[src/acpr_pkg.sv]
/*
  constants, register map and carrier types for the front-end clock, power and
  error register bank.
  assumes one 40 MHz clock and a plain strobe register port with 8-bit data.
*/
package acpr_pkg;

  localparam int          ADDR_W = 8;
  localparam int          DATA_W = 8;

  // register offsets
  localparam logic [7:0]  OFS_CLK_SRC   = 8'h12;
  localparam logic [7:0]  OFS_RATE_RES  = 8'h13;
  localparam logic [7:0]  OFS_PWR_DOWN  = 8'h14;
  localparam logic [7:0]  OFS_FAULT_CN  = 8'h15;
  localparam logic [7:0]  OFS_PACE_CN   = 8'h17;
  localparam logic [7:0]  OFS_LEAD_OFF  = 8'h18;
  localparam logic [7:0]  OFS_SUMMARY   = 8'h19;
  localparam logic [7:0]  OFS_CH1_RANGE = 8'h1a;

  // writable bit masks
  localparam logic [7:0]  MSK_CLK_SRC   = 8'h07;
  localparam logic [7:0]  MSK_RATE_RES  = 8'h3f;
  localparam logic [7:0]  MSK_PWR_DOWN  = 8'h3f;
  localparam logic [7:0]  MSK_FAULT_CN  = 8'h07;
  localparam logic [7:0]  MSK_PACE_CN   = 8'h07;

  // values after reset
  localparam logic [7:0]  RST_CLK_SRC   = 8'h00;
  localparam logic [7:0]  RST_RATE_RES  = 8'h00;
  localparam logic [7:0]  RST_PWR_DOWN  = 8'h00;
  localparam logic [7:0]  RST_FAULT_CN  = 8'h00;
  localparam logic [7:0]  RST_PACE_CN   = 8'h01;
  localparam logic [7:0]  RST_STATUS    = 8'h00;

  // field positions
  localparam int          BIT_GATE      = 2;
  localparam int          BIT_OSC_OFF   = 1;
  localparam int          BIT_CLK_DRV   = 0;
  localparam int          BIT_PACE_DRV  = 2;
  localparam int          BIT_PACE_CT   = 1;
  localparam int          BIT_PACE_PD   = 0;
  localparam int          FS_LSB        = 3;
  localparam int          NCH           = 3;

  // modulator clock rates per channel setting
  localparam int          MOD_RATE_SLOW_HZ = 102400;
  localparam int          MOD_RATE_FAST_HZ = 204800;

  // live detector conditions of channel 1 range status
  typedef struct packed {
    logic mod_over;       // modulator over-range
    logic polarity;       // 1 when positive output is smaller
    logic neg_low;        // negative output near low rail
    logic neg_high;       // negative output near high rail
    logic pos_low;        // positive output near low rail
    logic pos_high;       // positive output near high rail
    logic diff_over;      // differential output out of range
  } acpr_range_t;

  // live summary conditions
  typedef struct packed {
    logic        sync_edge_fault;
    logic [2:0]  channel_range_fault; // ch3, ch2, ch1
    logic        battery_low_flag;
    logic        leg_drive_near_rail;
    logic        common_mode_out_of_range;
  } acpr_misc_t;

  // analog control outputs
  typedef struct packed {
    logic [2:0]  channel_fast_modulator_clock;
    logic [2:0]  amp_high_resolution;
    logic [2:0]  modulator_power_down;
    logic [2:0]  amp_power_down;
    logic [2:0]  amp_fault_check_disable;
    logic        pace_to_drive_input;
    logic        leg_drive_to_reference;
    logic        pace_to_central_terminal;
    logic        reference_terminal_to_pin;
    logic        pace_channel_power_down;
  } acpr_ctrl_t;

endpackage

[src/acpr_regs.sv]
/*
  register bank of the three-channel front end: clock source and gating,
  front-end rate, resolution, power and fault controls, pace routing, and the
  gated error status words.

  what the bank holds:
    0x12  clock control: digital clock gate, oscillator-off select and the
          clock pin driver enable; the crystal enable is derived as the
          inverse of the oscillator-off select
    0x13  per-channel fast modulator clock select and amplifier
          high-resolution enables
    0x14  per-channel modulator and amplifier power-down
    0x15  per-channel amplifier fault check disable
    0x17  pace routing and pace channel power-down; the power-down bit is
          the only control bit that comes out of reset set
    0x18  lead-off flags, input six down to input one
    0x19  summary error flags
    0x1a  channel 1 range flags

  behaviour worth knowing:
    - status words follow the live detector levels; they are not sticky,
      so there is no set/clear race and a read has no side effect
    - status capture is frozen while the gate bit is clear; the words then
      hold whatever they held on the last gated edge
    - every output is a flop, so derived outputs trail the register bank
      by one cycle; software that needs an output settled waits two edges
    - the modulator rates are only select bits here; the dividers that make
      the real modulator clocks live in the analog wrapper

  assumes of its surroundings:
    - status inputs are synchronous to clk and already filtered
    - the bus strobes are one cycle long and never together
    - the host keeps the gate low while it moves the source select bit and
      sets the gate only once the chosen source runs; nothing here checks it
*/
// The implementer's own choice: the plain strobed port.
`timescale 1ns/1ps
module acpr_regs
  import acpr_pkg::*;
(
  input  wire logic              clk,                // 40 MHz clock
  input  wire logic              nrst,               // async reset, active low
  input  wire logic [ADDR_W-1:0] addr,               // register address
  input  wire logic [DATA_W-1:0] wdata,              // write data
  input  wire logic              wr,                 // write strobe
  input  wire logic              rd,                 // read strobe
  output logic      [DATA_W-1:0] rdata,              // read data, cycle after rd
  input  wire logic [5:0]        lead_off_in,        // live lead-off per input
  input  wire acpr_misc_t        misc_in,            // live summary conditions
  input  wire acpr_range_t       range_in,           // live channel 1 range
  output logic                   digital_clock_gate, // core clock enable
  output logic                   oscillator_off_select, // 1: external clock pin
  output logic                   crystal_osc_enable, // crystal oscillator on
  output logic                   clock_pin_drive_enable, // clk pin driver on
  output acpr_ctrl_t             ctrl                // analog controls
);

  logic [7:0]  clk_src_r;
  logic [7:0]  rate_res_r;
  logic [7:0]  pwr_down_r;
  logic [7:0]  fault_cn_r;
  logic [7:0]  pace_cn_r;
  logic [7:0]  lead_off_r;
  logic [7:0]  summary_r;
  logic [7:0]  range_r;
  logic [7:0]  rdata_r;
  logic        gate_out_r;
  logic        osc_off_r;
  logic        osc_en_r;
  logic        drv_en_r;
  acpr_ctrl_t  ctrl_r;

  // write decode, one strobe per writable register; the status offsets get
  // no strobe at all, so a stray write there can never disturb a flag
  wire         wr_clk   = wr && (addr == OFS_CLK_SRC);
  wire         wr_rate  = wr && (addr == OFS_RATE_RES);
  wire         wr_pwr   = wr && (addr == OFS_PWR_DOWN);
  wire         wr_fault = wr && (addr == OFS_FAULT_CN);
  wire         wr_pace  = wr && (addr == OFS_PACE_CN);

  // write data cut to the implemented bits, so reserved bits never reach a
  // flop and always read back as zero
  wire [7:0]   clk_src_wd  = wdata & MSK_CLK_SRC;
  wire [7:0]   rate_res_wd = wdata & MSK_RATE_RES;
  wire [7:0]   pwr_down_wd = wdata & MSK_PWR_DOWN;
  wire [7:0]   fault_cn_wd = wdata & MSK_FAULT_CN;
  wire [7:0]   pace_cn_wd  = wdata & MSK_PACE_CN;

  // next values of the control registers; a cycle without a write keeps them
  wire [7:0]   clk_src_nxt  = wr_clk   ? clk_src_wd  : clk_src_r;
  wire [7:0]   rate_res_nxt = wr_rate  ? rate_res_wd : rate_res_r;
  wire [7:0]   pwr_down_nxt = wr_pwr   ? pwr_down_wd : pwr_down_r;
  wire [7:0]   fault_cn_nxt = wr_fault ? fault_cn_wd : fault_cn_r;
  wire [7:0]   pace_cn_nxt  = wr_pace  ? pace_cn_wd  : pace_cn_r;

  // clock control fields under their own names
  wire         gate_bit    = clk_src_r[BIT_GATE];
  wire         osc_off_bit = clk_src_r[BIT_OSC_OFF];
  wire         clk_drv_bit = clk_src_r[BIT_CLK_DRV];

  // pace routing fields; the drive input and reference switches move as one,
  // so the leg drive amplifier is never left floating between them
  wire         pace_drv_bit = pace_cn_r[BIT_PACE_DRV];
  wire         pace_ct_bit  = pace_cn_r[BIT_PACE_CT];
  wire         pace_pd_bit  = pace_cn_r[BIT_PACE_PD];

  // status capture runs only while the digital clock is let through; the
  // register bit is used rather than the delayed output, so capture starts
  // on the edge right after the write that sets the gate
  wire         gate_on  = gate_bit;

  // channel 1 range detector conditions under their own names
  wire         modulator_over_range      = range_in.mod_over;
  wire         amp_output_polarity       = range_in.polarity;
  wire         neg_out_near_low_rail     = range_in.neg_low;
  wire         neg_out_near_high_rail    = range_in.neg_high;
  wire         pos_out_near_low_rail     = range_in.pos_low;
  wire         pos_out_near_high_rail    = range_in.pos_high;
  wire         differential_out_of_range = range_in.diff_over;

  // summary conditions under their own names
  wire         sync_edge_fault          = misc_in.sync_edge_fault;
  wire [2:0]   channel_range_fault      = misc_in.channel_range_fault;
  wire         battery_low_flag         = misc_in.battery_low_flag;
  wire         leg_drive_near_rail      = misc_in.leg_drive_near_rail;
  wire         common_mode_out_of_range = misc_in.common_mode_out_of_range;
  wire         any_lead_off             = |lead_off_in;

  // live status words in register layout; flags follow the conditions with
  // no stickiness, so clearing is by the condition going away and a read
  // never has to clear anything
  wire [7:0]   lead_off_live = {2'b00, lead_off_in};
  wire [7:0]   summary_live  = {sync_edge_fault, channel_range_fault,
                                any_lead_off, battery_low_flag,
                                leg_drive_near_rail,
                                common_mode_out_of_range};
  wire [7:0]   range_live    = {1'b0, modulator_over_range,
                                amp_output_polarity,
                                neg_out_near_low_rail,
                                neg_out_near_high_rail,
                                pos_out_near_low_rail,
                                pos_out_near_high_rail,
                                differential_out_of_range};

  // status next values; with the gate clear the words hold, which is how a
  // stopped digital clock looks from the bus
  wire [7:0]   lead_off_nxt = gate_on ? lead_off_live : lead_off_r;
  wire [7:0]   summary_nxt  = gate_on ? summary_live  : summary_r;
  wire [7:0]   range_nxt    = gate_on ? range_live    : range_r;

  // read mux; unmapped addresses read zero
  logic [7:0]  rd_mux;
  always_comb begin
    case (addr)
      OFS_CLK_SRC:   rd_mux = clk_src_r;
      OFS_RATE_RES:  rd_mux = rate_res_r;
      OFS_PWR_DOWN:  rd_mux = pwr_down_r;
      OFS_FAULT_CN:  rd_mux = fault_cn_r;
      OFS_PACE_CN:   rd_mux = pace_cn_r;
      OFS_LEAD_OFF:  rd_mux = lead_off_r;
      OFS_SUMMARY:   rd_mux = summary_r;
      OFS_CH1_RANGE: rd_mux = range_r;
      default:       rd_mux = 8'h00;
    endcase
  end

  // read data is zero outside the cycle after a read strobe
  wire [7:0]   rdata_nxt = rd ? rd_mux : 8'h00;

  // control outputs during reset follow the reset values of the bank, so the
  // pace channel is already shut down and the reference terminal connected
  localparam acpr_ctrl_t CTRL_RST = '{
    pace_channel_power_down:   RST_PACE_CN[BIT_PACE_PD],
    reference_terminal_to_pin: ~RST_PACE_CN[BIT_PACE_CT],
    default:                   '0
  };

  // clock control register
  always_ff @(posedge clk or negedge nrst) begin
    if (!nrst) begin
      clk_src_r <= RST_CLK_SRC;
    end else begin
      clk_src_r <= clk_src_nxt;
    end
  end

  // rate and resolution register
  always_ff @(posedge clk or negedge nrst) begin
    if (!nrst) begin
      rate_res_r <= RST_RATE_RES;
    end else begin
      rate_res_r <= rate_res_nxt;
    end
  end

  // power-down register; all blocks active out of reset
  always_ff @(posedge clk or negedge nrst) begin
    if (!nrst) begin
      pwr_down_r <= RST_PWR_DOWN;
    end else begin
      pwr_down_r <= pwr_down_nxt;
    end
  end

  // fault check control register
  always_ff @(posedge clk or negedge nrst) begin
    if (!nrst) begin
      fault_cn_r <= RST_FAULT_CN;
    end else begin
      fault_cn_r <= fault_cn_nxt;
    end
  end

  // pace routing register; the one control that resets to a set bit
  always_ff @(posedge clk or negedge nrst) begin
    if (!nrst) begin
      pace_cn_r <= RST_PACE_CN;
    end else begin
      pace_cn_r <= pace_cn_nxt;
    end
  end

  // lead-off status word, sampled on the gated clock
  always_ff @(posedge clk or negedge nrst) begin
    if (!nrst) begin
      lead_off_r <= RST_STATUS;
    end else begin
      lead_off_r <= lead_off_nxt;
    end
  end

  // summary status word, sampled on the gated clock
  always_ff @(posedge clk or negedge nrst) begin
    if (!nrst) begin
      summary_r <= RST_STATUS;
    end else begin
      summary_r <= summary_nxt;
    end
  end

  // channel 1 range word, sampled on the gated clock
  always_ff @(posedge clk or negedge nrst) begin
    if (!nrst) begin
      range_r <= RST_STATUS;
    end else begin
      range_r <= range_nxt;
    end
  end

  // read data register, valid the cycle after rd only
  always_ff @(posedge clk or negedge nrst) begin
    if (!nrst) begin
      rdata_r <= 8'h00;
    end else begin
      rdata_r <= rdata_nxt;
    end
  end

  // per-channel control bits; one loop so the three channels cannot drift
  wire [NCH-1:0] fast_clk_w;
  wire [NCH-1:0] hires_w;
  wire [NCH-1:0] mod_pd_w;
  wire [NCH-1:0] amp_pd_w;
  wire [NCH-1:0] fault_off_w;
  for (genvar g = 0; g < NCH; g++) begin : g_chan
    assign fast_clk_w[g]  = rate_res_r[FS_LSB + g];
    assign hires_w[g]     = rate_res_r[g];
    assign mod_pd_w[g]    = pwr_down_r[FS_LSB + g];
    assign amp_pd_w[g]    = pwr_down_r[g];
    assign fault_off_w[g] = fault_cn_r[g];
  end

  // analog control mapping; register outputs trail the bank by one cycle
  acpr_ctrl_t  ctrl_nxt;
  always_comb begin
    ctrl_nxt.channel_fast_modulator_clock = fast_clk_w;
    ctrl_nxt.amp_high_resolution          = hires_w;
    ctrl_nxt.modulator_power_down         = mod_pd_w;
    ctrl_nxt.amp_power_down               = amp_pd_w;
    ctrl_nxt.amp_fault_check_disable      = fault_off_w;
    ctrl_nxt.pace_to_drive_input          = pace_drv_bit;
    ctrl_nxt.leg_drive_to_reference       = pace_drv_bit;
    ctrl_nxt.pace_to_central_terminal     = pace_ct_bit;
    ctrl_nxt.reference_terminal_to_pin    = ~pace_ct_bit;
    ctrl_nxt.pace_channel_power_down      = pace_pd_bit;
  end

  // digital clock gate output
  always_ff @(posedge clk or negedge nrst) begin
    if (!nrst) begin
      gate_out_r <= 1'b0;
    end else begin
      gate_out_r <= gate_bit;
    end
  end

  // oscillator-off select output
  always_ff @(posedge clk or negedge nrst) begin
    if (!nrst) begin
      osc_off_r <= 1'b0;
    end else begin
      osc_off_r <= osc_off_bit;
    end
  end

  // crystal oscillator enable; off whenever the pin source is chosen, which
  // saves its current while an external clock drives the core
  always_ff @(posedge clk or negedge nrst) begin
    if (!nrst) begin
      osc_en_r <= 1'b1;
    end else begin
      osc_en_r <= ~osc_off_bit;
    end
  end

  // clock pin driver enable
  always_ff @(posedge clk or negedge nrst) begin
    if (!nrst) begin
      drv_en_r <= 1'b0;
    end else begin
      drv_en_r <= clk_drv_bit;
    end
  end

  // analog control word
  always_ff @(posedge clk or negedge nrst) begin
    if (!nrst) begin
      ctrl_r <= CTRL_RST;
    end else begin
      ctrl_r <= ctrl_nxt;
    end
  end

  assign rdata                  = rdata_r;
  assign digital_clock_gate     = gate_out_r;
  assign oscillator_off_select  = osc_off_r;
  assign crystal_osc_enable     = osc_en_r;
  assign clock_pin_drive_enable = drv_en_r;
  assign ctrl                   = ctrl_r;

endmodule // acpr_regs

[config.mk]
export PLATFORM = sky130hd
export DESIGN_NAME = acpr_regs
export DESIGN_NICKNAME = d
export VERILOG_FILES = /design/src/acpr_pkg.sv /design/src/acpr_regs.sv
export SDC_FILE = /design/constraint.sdc
export NUM_CORES = 1
export LEC_CHECK = 0
export BUFFER_PORTS_ARGS = -buffer_cell sky130_fd_sc_hd__buf_2
export CAP_MARGIN = 20
export CORE_ASPECT_RATIO = 0.8
export CORE_MARGIN = 1
export CORE_UTILIZATION = 35
export CTS_BUF_LIST = sky130_fd_sc_hd__clkbuf_4 sky130_fd_sc_hd__clkbuf_8 sky130_fd_sc_hd__clkbuf_16
export DETAILED_ROUTE_END_ITERATION = 10
export GPL_ROUTABILITY_DRIVEN = 0
export HOLD_SLACK_MARGIN = 0.15
export PLACE_DENSITY = 0.54
export SLEW_MARGIN = 25
export SYNTH_ARGS = -nofsm -noshare
export SYNTH_HDL_FRONTEND = slang
export SYNTH_SLANG_ARGS = --single-unit
[constraint.sdc]
create_clock -name clk -period 1.8 [get_ports clk]
set_clock_uncertainty 0.2 [all_clocks]
set_input_delay 0 -clock clk [delete_from_list [all_inputs] [get_ports clk]]
set_output_delay 0 -clock clk [all_outputs]
set_load 0.05 [all_outputs]
# After elaboration in Yosys (flattened, before gate mapping)
# Index checks and enable logic that the tools add are counted.
# totals
register_bits	73
wordCells	40
# op_classes
eq_ne	8
mux	2
bitwise	2
n_reduce_logical	6
# ops
op	n
$eq A8 B5 Y1 const B	8
$pmux W8 S8	1
$mux W8	1
$reduce_or A6 Y1	1
$logic_and A1 B1 Y1	5
$not A1 Y1	2

# Longest topological paths before layout
# depth
ltp_word	3
depth_mapped	6

# Worst setup path before layout
# OpenSTA, ideal clock, no wires.
# synth_path
kind	register to register
start	register clk_src_r[2]
end	register lead_off_r[0]
setup_ps	125
t_arrival_ps	1229
t_required_ps	1475
slack_ps	246
path_stages_with_launch	4
path_cell_list	dfrtp_1 -> clkbuf_1 -> clkbuf_1 -> mux2_2
# synth_rtl
item	line	text
start: declaration	acpr_regs.sv:58	logic [7:0] clk_src_r;
start signal: assignment	acpr_regs.sv:183	clk_src_r <= clk_src_nxt;
end signal: assignment	acpr_regs.sv:228	lead_off_r <= lead_off_nxt;
end: declaration	acpr_regs.sv:63	logic [7:0] lead_off_r;
# No word-level cell between the ends.

# Final worst setup path
# layout_path
start	input port wr
end	register clk_src_r[0]
# layout_via
elab_chain_len	1
# layout_lines
item	line	text
start: declaration	acpr_regs.sv:45	input wire logic wr,
$logic_and A1 B1 Y1	acpr_regs.sv:75	wire wr_clk = wr && (addr == OFS_CLK_SRC);
# Every way passes these cells.
# A chain may end at the register's enable or synchronous reset.

==> reports/results.txt <==
Starting Density -> 36.4%
Worst-path clk slew -> 70 ps
critical setup path kind -> in -> reg
Die Y -> 83.7 um
Antenna Cells -> 0
# Post-CTS Setup Buffers -> 0
Post-Route WL -> 6820 um
HP Class -> reg -> reg
Total Power -> 3.75 mW
final setup violation count -> 0
CTS tree -> built
fmax -> 569 MHz
Synth area leader -> dfrtp_1
# clock sinks -> 73
Sw Share -> 26.0%
Hold Vio Cnt, Final -> 0
worst setup margin -> 41.1 ps
WL per Instance -> 14.7 um
sequential fraction of the synthesis area -> 62.7%
CP Launch Type -> input pin
setup_tns -> 0 ps
Required @ worst endpoint -> 1830 ps
yosys warns -> 0
vias -> 2167
status -> finished clean
Initial DRC Count -> 60
Hold WS -> 175 ps
Hold Crit Depth -> 0
DRT antenna net count -> 0
Post-DP Area -> 3450 um2
Rows -> 29
Crit Reg-Reg Startpoint -> range_r[1]
Synth async-reset ratio -> 100%
# port buffers -> 69
RSZ-0062 raised after global routing -> false
Worst Hold Path EP -> ctrl[0]
Slew HR -> 73.6%
part of the power in combinational logic -> 17.3%
core box area -> 8020 um2
Final Instance Area -> 4240 um2
CTS Root Cell -> clkbuf_8
vias per inst -> 4.66
fillcell total -> 729
initial antenna violation count -> 0
drt pass-1 iters -> 4
pin count of the biggest net entering global routing -> 74
Tightest Pin Transition -> 396 ps
synth cell count leaders -> dfrtp_1 (69), mux2_2 (45), nor2_1 (9)
max_cap viols -> 0
sequential power share -> 53.0%
Layout Cells excl Fill -> 465
FF-to-FF End -> rdata[1]
Yosys top cell area share -> 59.1%
chip width -> 104 um
CTS Buffer Depth -> 2
Post-Syn Instances -> 207
DP Worst Slack -> 237 ps
layout cells sized above 1 -> 43.7%
critical path peak fanout -> 3
Crit. End Element -> register
Post-synth EDFFs -> 0
ranking of synthesized cells by area -> dfrtp_1 (59%), mux2_2 (17%), dfstp_2 (3.6%)
vias in the first global route -> 2333
Total Routing Usage GR -> 17.1%
first-pass GRT wire length -> 11300 um
Distinct cells, synth -> 37
most numerous cell in the Yosys netlist -> dfrtp_1
Net Sw Power -> 0.975 mW
Reg area -> 1830 um2
VDD IR max -> 0.445 mV
GRT Residual Overflow -> 0
DIE AREA -> 8720 um2
Register-to-Register Setup Slack -> 190 ps
post-detail-place hpwl -> 4620 um
CTS Buf Count -> 9
internal cell power -> 2.78 mW
post-synthesis register bit count -> 73
footprint of the multi-input gates -> 1000 um2
Cells after DPL -> 388
max-slew violations -> 0
static leakage power -> 2.09 nW
H-tree Lvls -> 3
Worst-Skew Late Latency -> 340 ps
Synthesized Nets -> 247
Net count, final -> 392
fin crit share -> 97.7%
fin util -> 52.9%
dominant synthesized flop cell -> dfrtp_1
Clock Power Share -> 29.7%
Reg2Reg Depth -> 4
synthesis-to-finish area growth -> 45.0%
worst hold start -> pace_cn_r[0]
drc violations -> 0
syn avg cell area -> 14.1 um2
Critical Path AT -> 1790 ps
Mapped Area -> 2920 um2
Final min period -> 1760 ps
Ports -> 72
P per Cell Area -> 886 nW/um2
## final cells by class
type                       count  area share [%]
multi-input combinational    119            23.7
tap                          108            3.19
sequential                    73            43.2
clock buffer                  12            3.60
timing repair buffer         145            25.5
inverter                       4           0.354
clock inverter                 4           0.472
## layout by cell type, fill, tap and decap left out, drive strengths merged, types with 2 or more instances in the layout
| cell type | count |
|---|---|
| mux2i | 4 |
| dfrtp | 69 |
| nor3b | 3 |
| mux2 | 45 |
| a22o | 6 |
| buf | 84 |
| nand2 | 8 |
| inv | 4 |
| a31oi | 3 |
| clkinv | 4 |
| nor2b | 6 |
| nor2 | 9 |
| a2bb2oi | 2 |
| and3 | 2 |
| o21ai | 2 |
| dfstp | 4 |
| nand3 | 7 |
| nand4 | 2 |
| a22oi | 3 |
| dlygate4sd3 | 61 |
| a21oi | 6 |
| clkbuf | 12 |
| a31o | 2 |
## worst max-delay path: stages
cell and delay, ps:
buf_2 110, dlygate4sd3_1 550, nand4_1 120, dlygate4sd3_1 640, mux2_2 360
## how the worst max path moves through the flow
stage	from	end	slack, ps
finish	wr	clk_src_r[0]	40
detailed placement	addr[5]	pace_cn_r[1]	240
global placement	addr[5]	pace_cn_r[2]	260
floorplan	clk_src_r[2]	lead_off_r[0]	250
global route	wr	clk_src_r[0]	10
CTS	addr[5]	pace_cn_r[1]	70
## cells by family after synthesis
kind of cell           synth area share (%)
buffers and inverters                  3.08
and+or+nand+nor                        9.16
AOI/OAI and AO/OA                      6.38
muxes                                  18.7
DFF                                    62.7
## power groups by stage
| stage | Clock, mW | Combinational (mW) | Sequential, mW |
|---|---|---|---|
| floorplan | 0 | 0.307 | 2.06 |
| global placement | 0 | 0.550 | 2.02 |
| detailed placement | 0 | 0.557 | 2.03 |
| CTS | 1.15 | 0.654 | 1.99 |
| global route | 1.22 | 0.701 | 2.02 |
| finish | 1.12 | 0.648 | 1.99 |
## registers in the layout (all words and copies together) (netlist names)
register and flops:
ctrl 19, pwr_down_r 6, fault_cn_r 3, oscillator_off_select 1
summary_r 8, pace_cn_r 3, crystal_osc_enable 1, range_r 7
rate_res_r 6, clk_src_r 3, digital_clock_gate 1, clock_pin_drive_enable 1
lead_off_r 6, rdata 8
## layer usage
metal	part of all wire, %	global-route usage, %	routed length [um]	up-vias
met3	5.0	5.39	341	14
met5	0	0	0	-
met4	2.0	6.49	133	0
li1	-	-	-	1029
met2	46	27.4	3150	63
met1	47	21.9	3190	1061
## timing repair
item,CTS,global route
resized for setup,0,1
hold endpoints to repair,123,0
setup endpoints to repair,0,2
hold buffers,61,0
(Power assumes the default switching activity.)
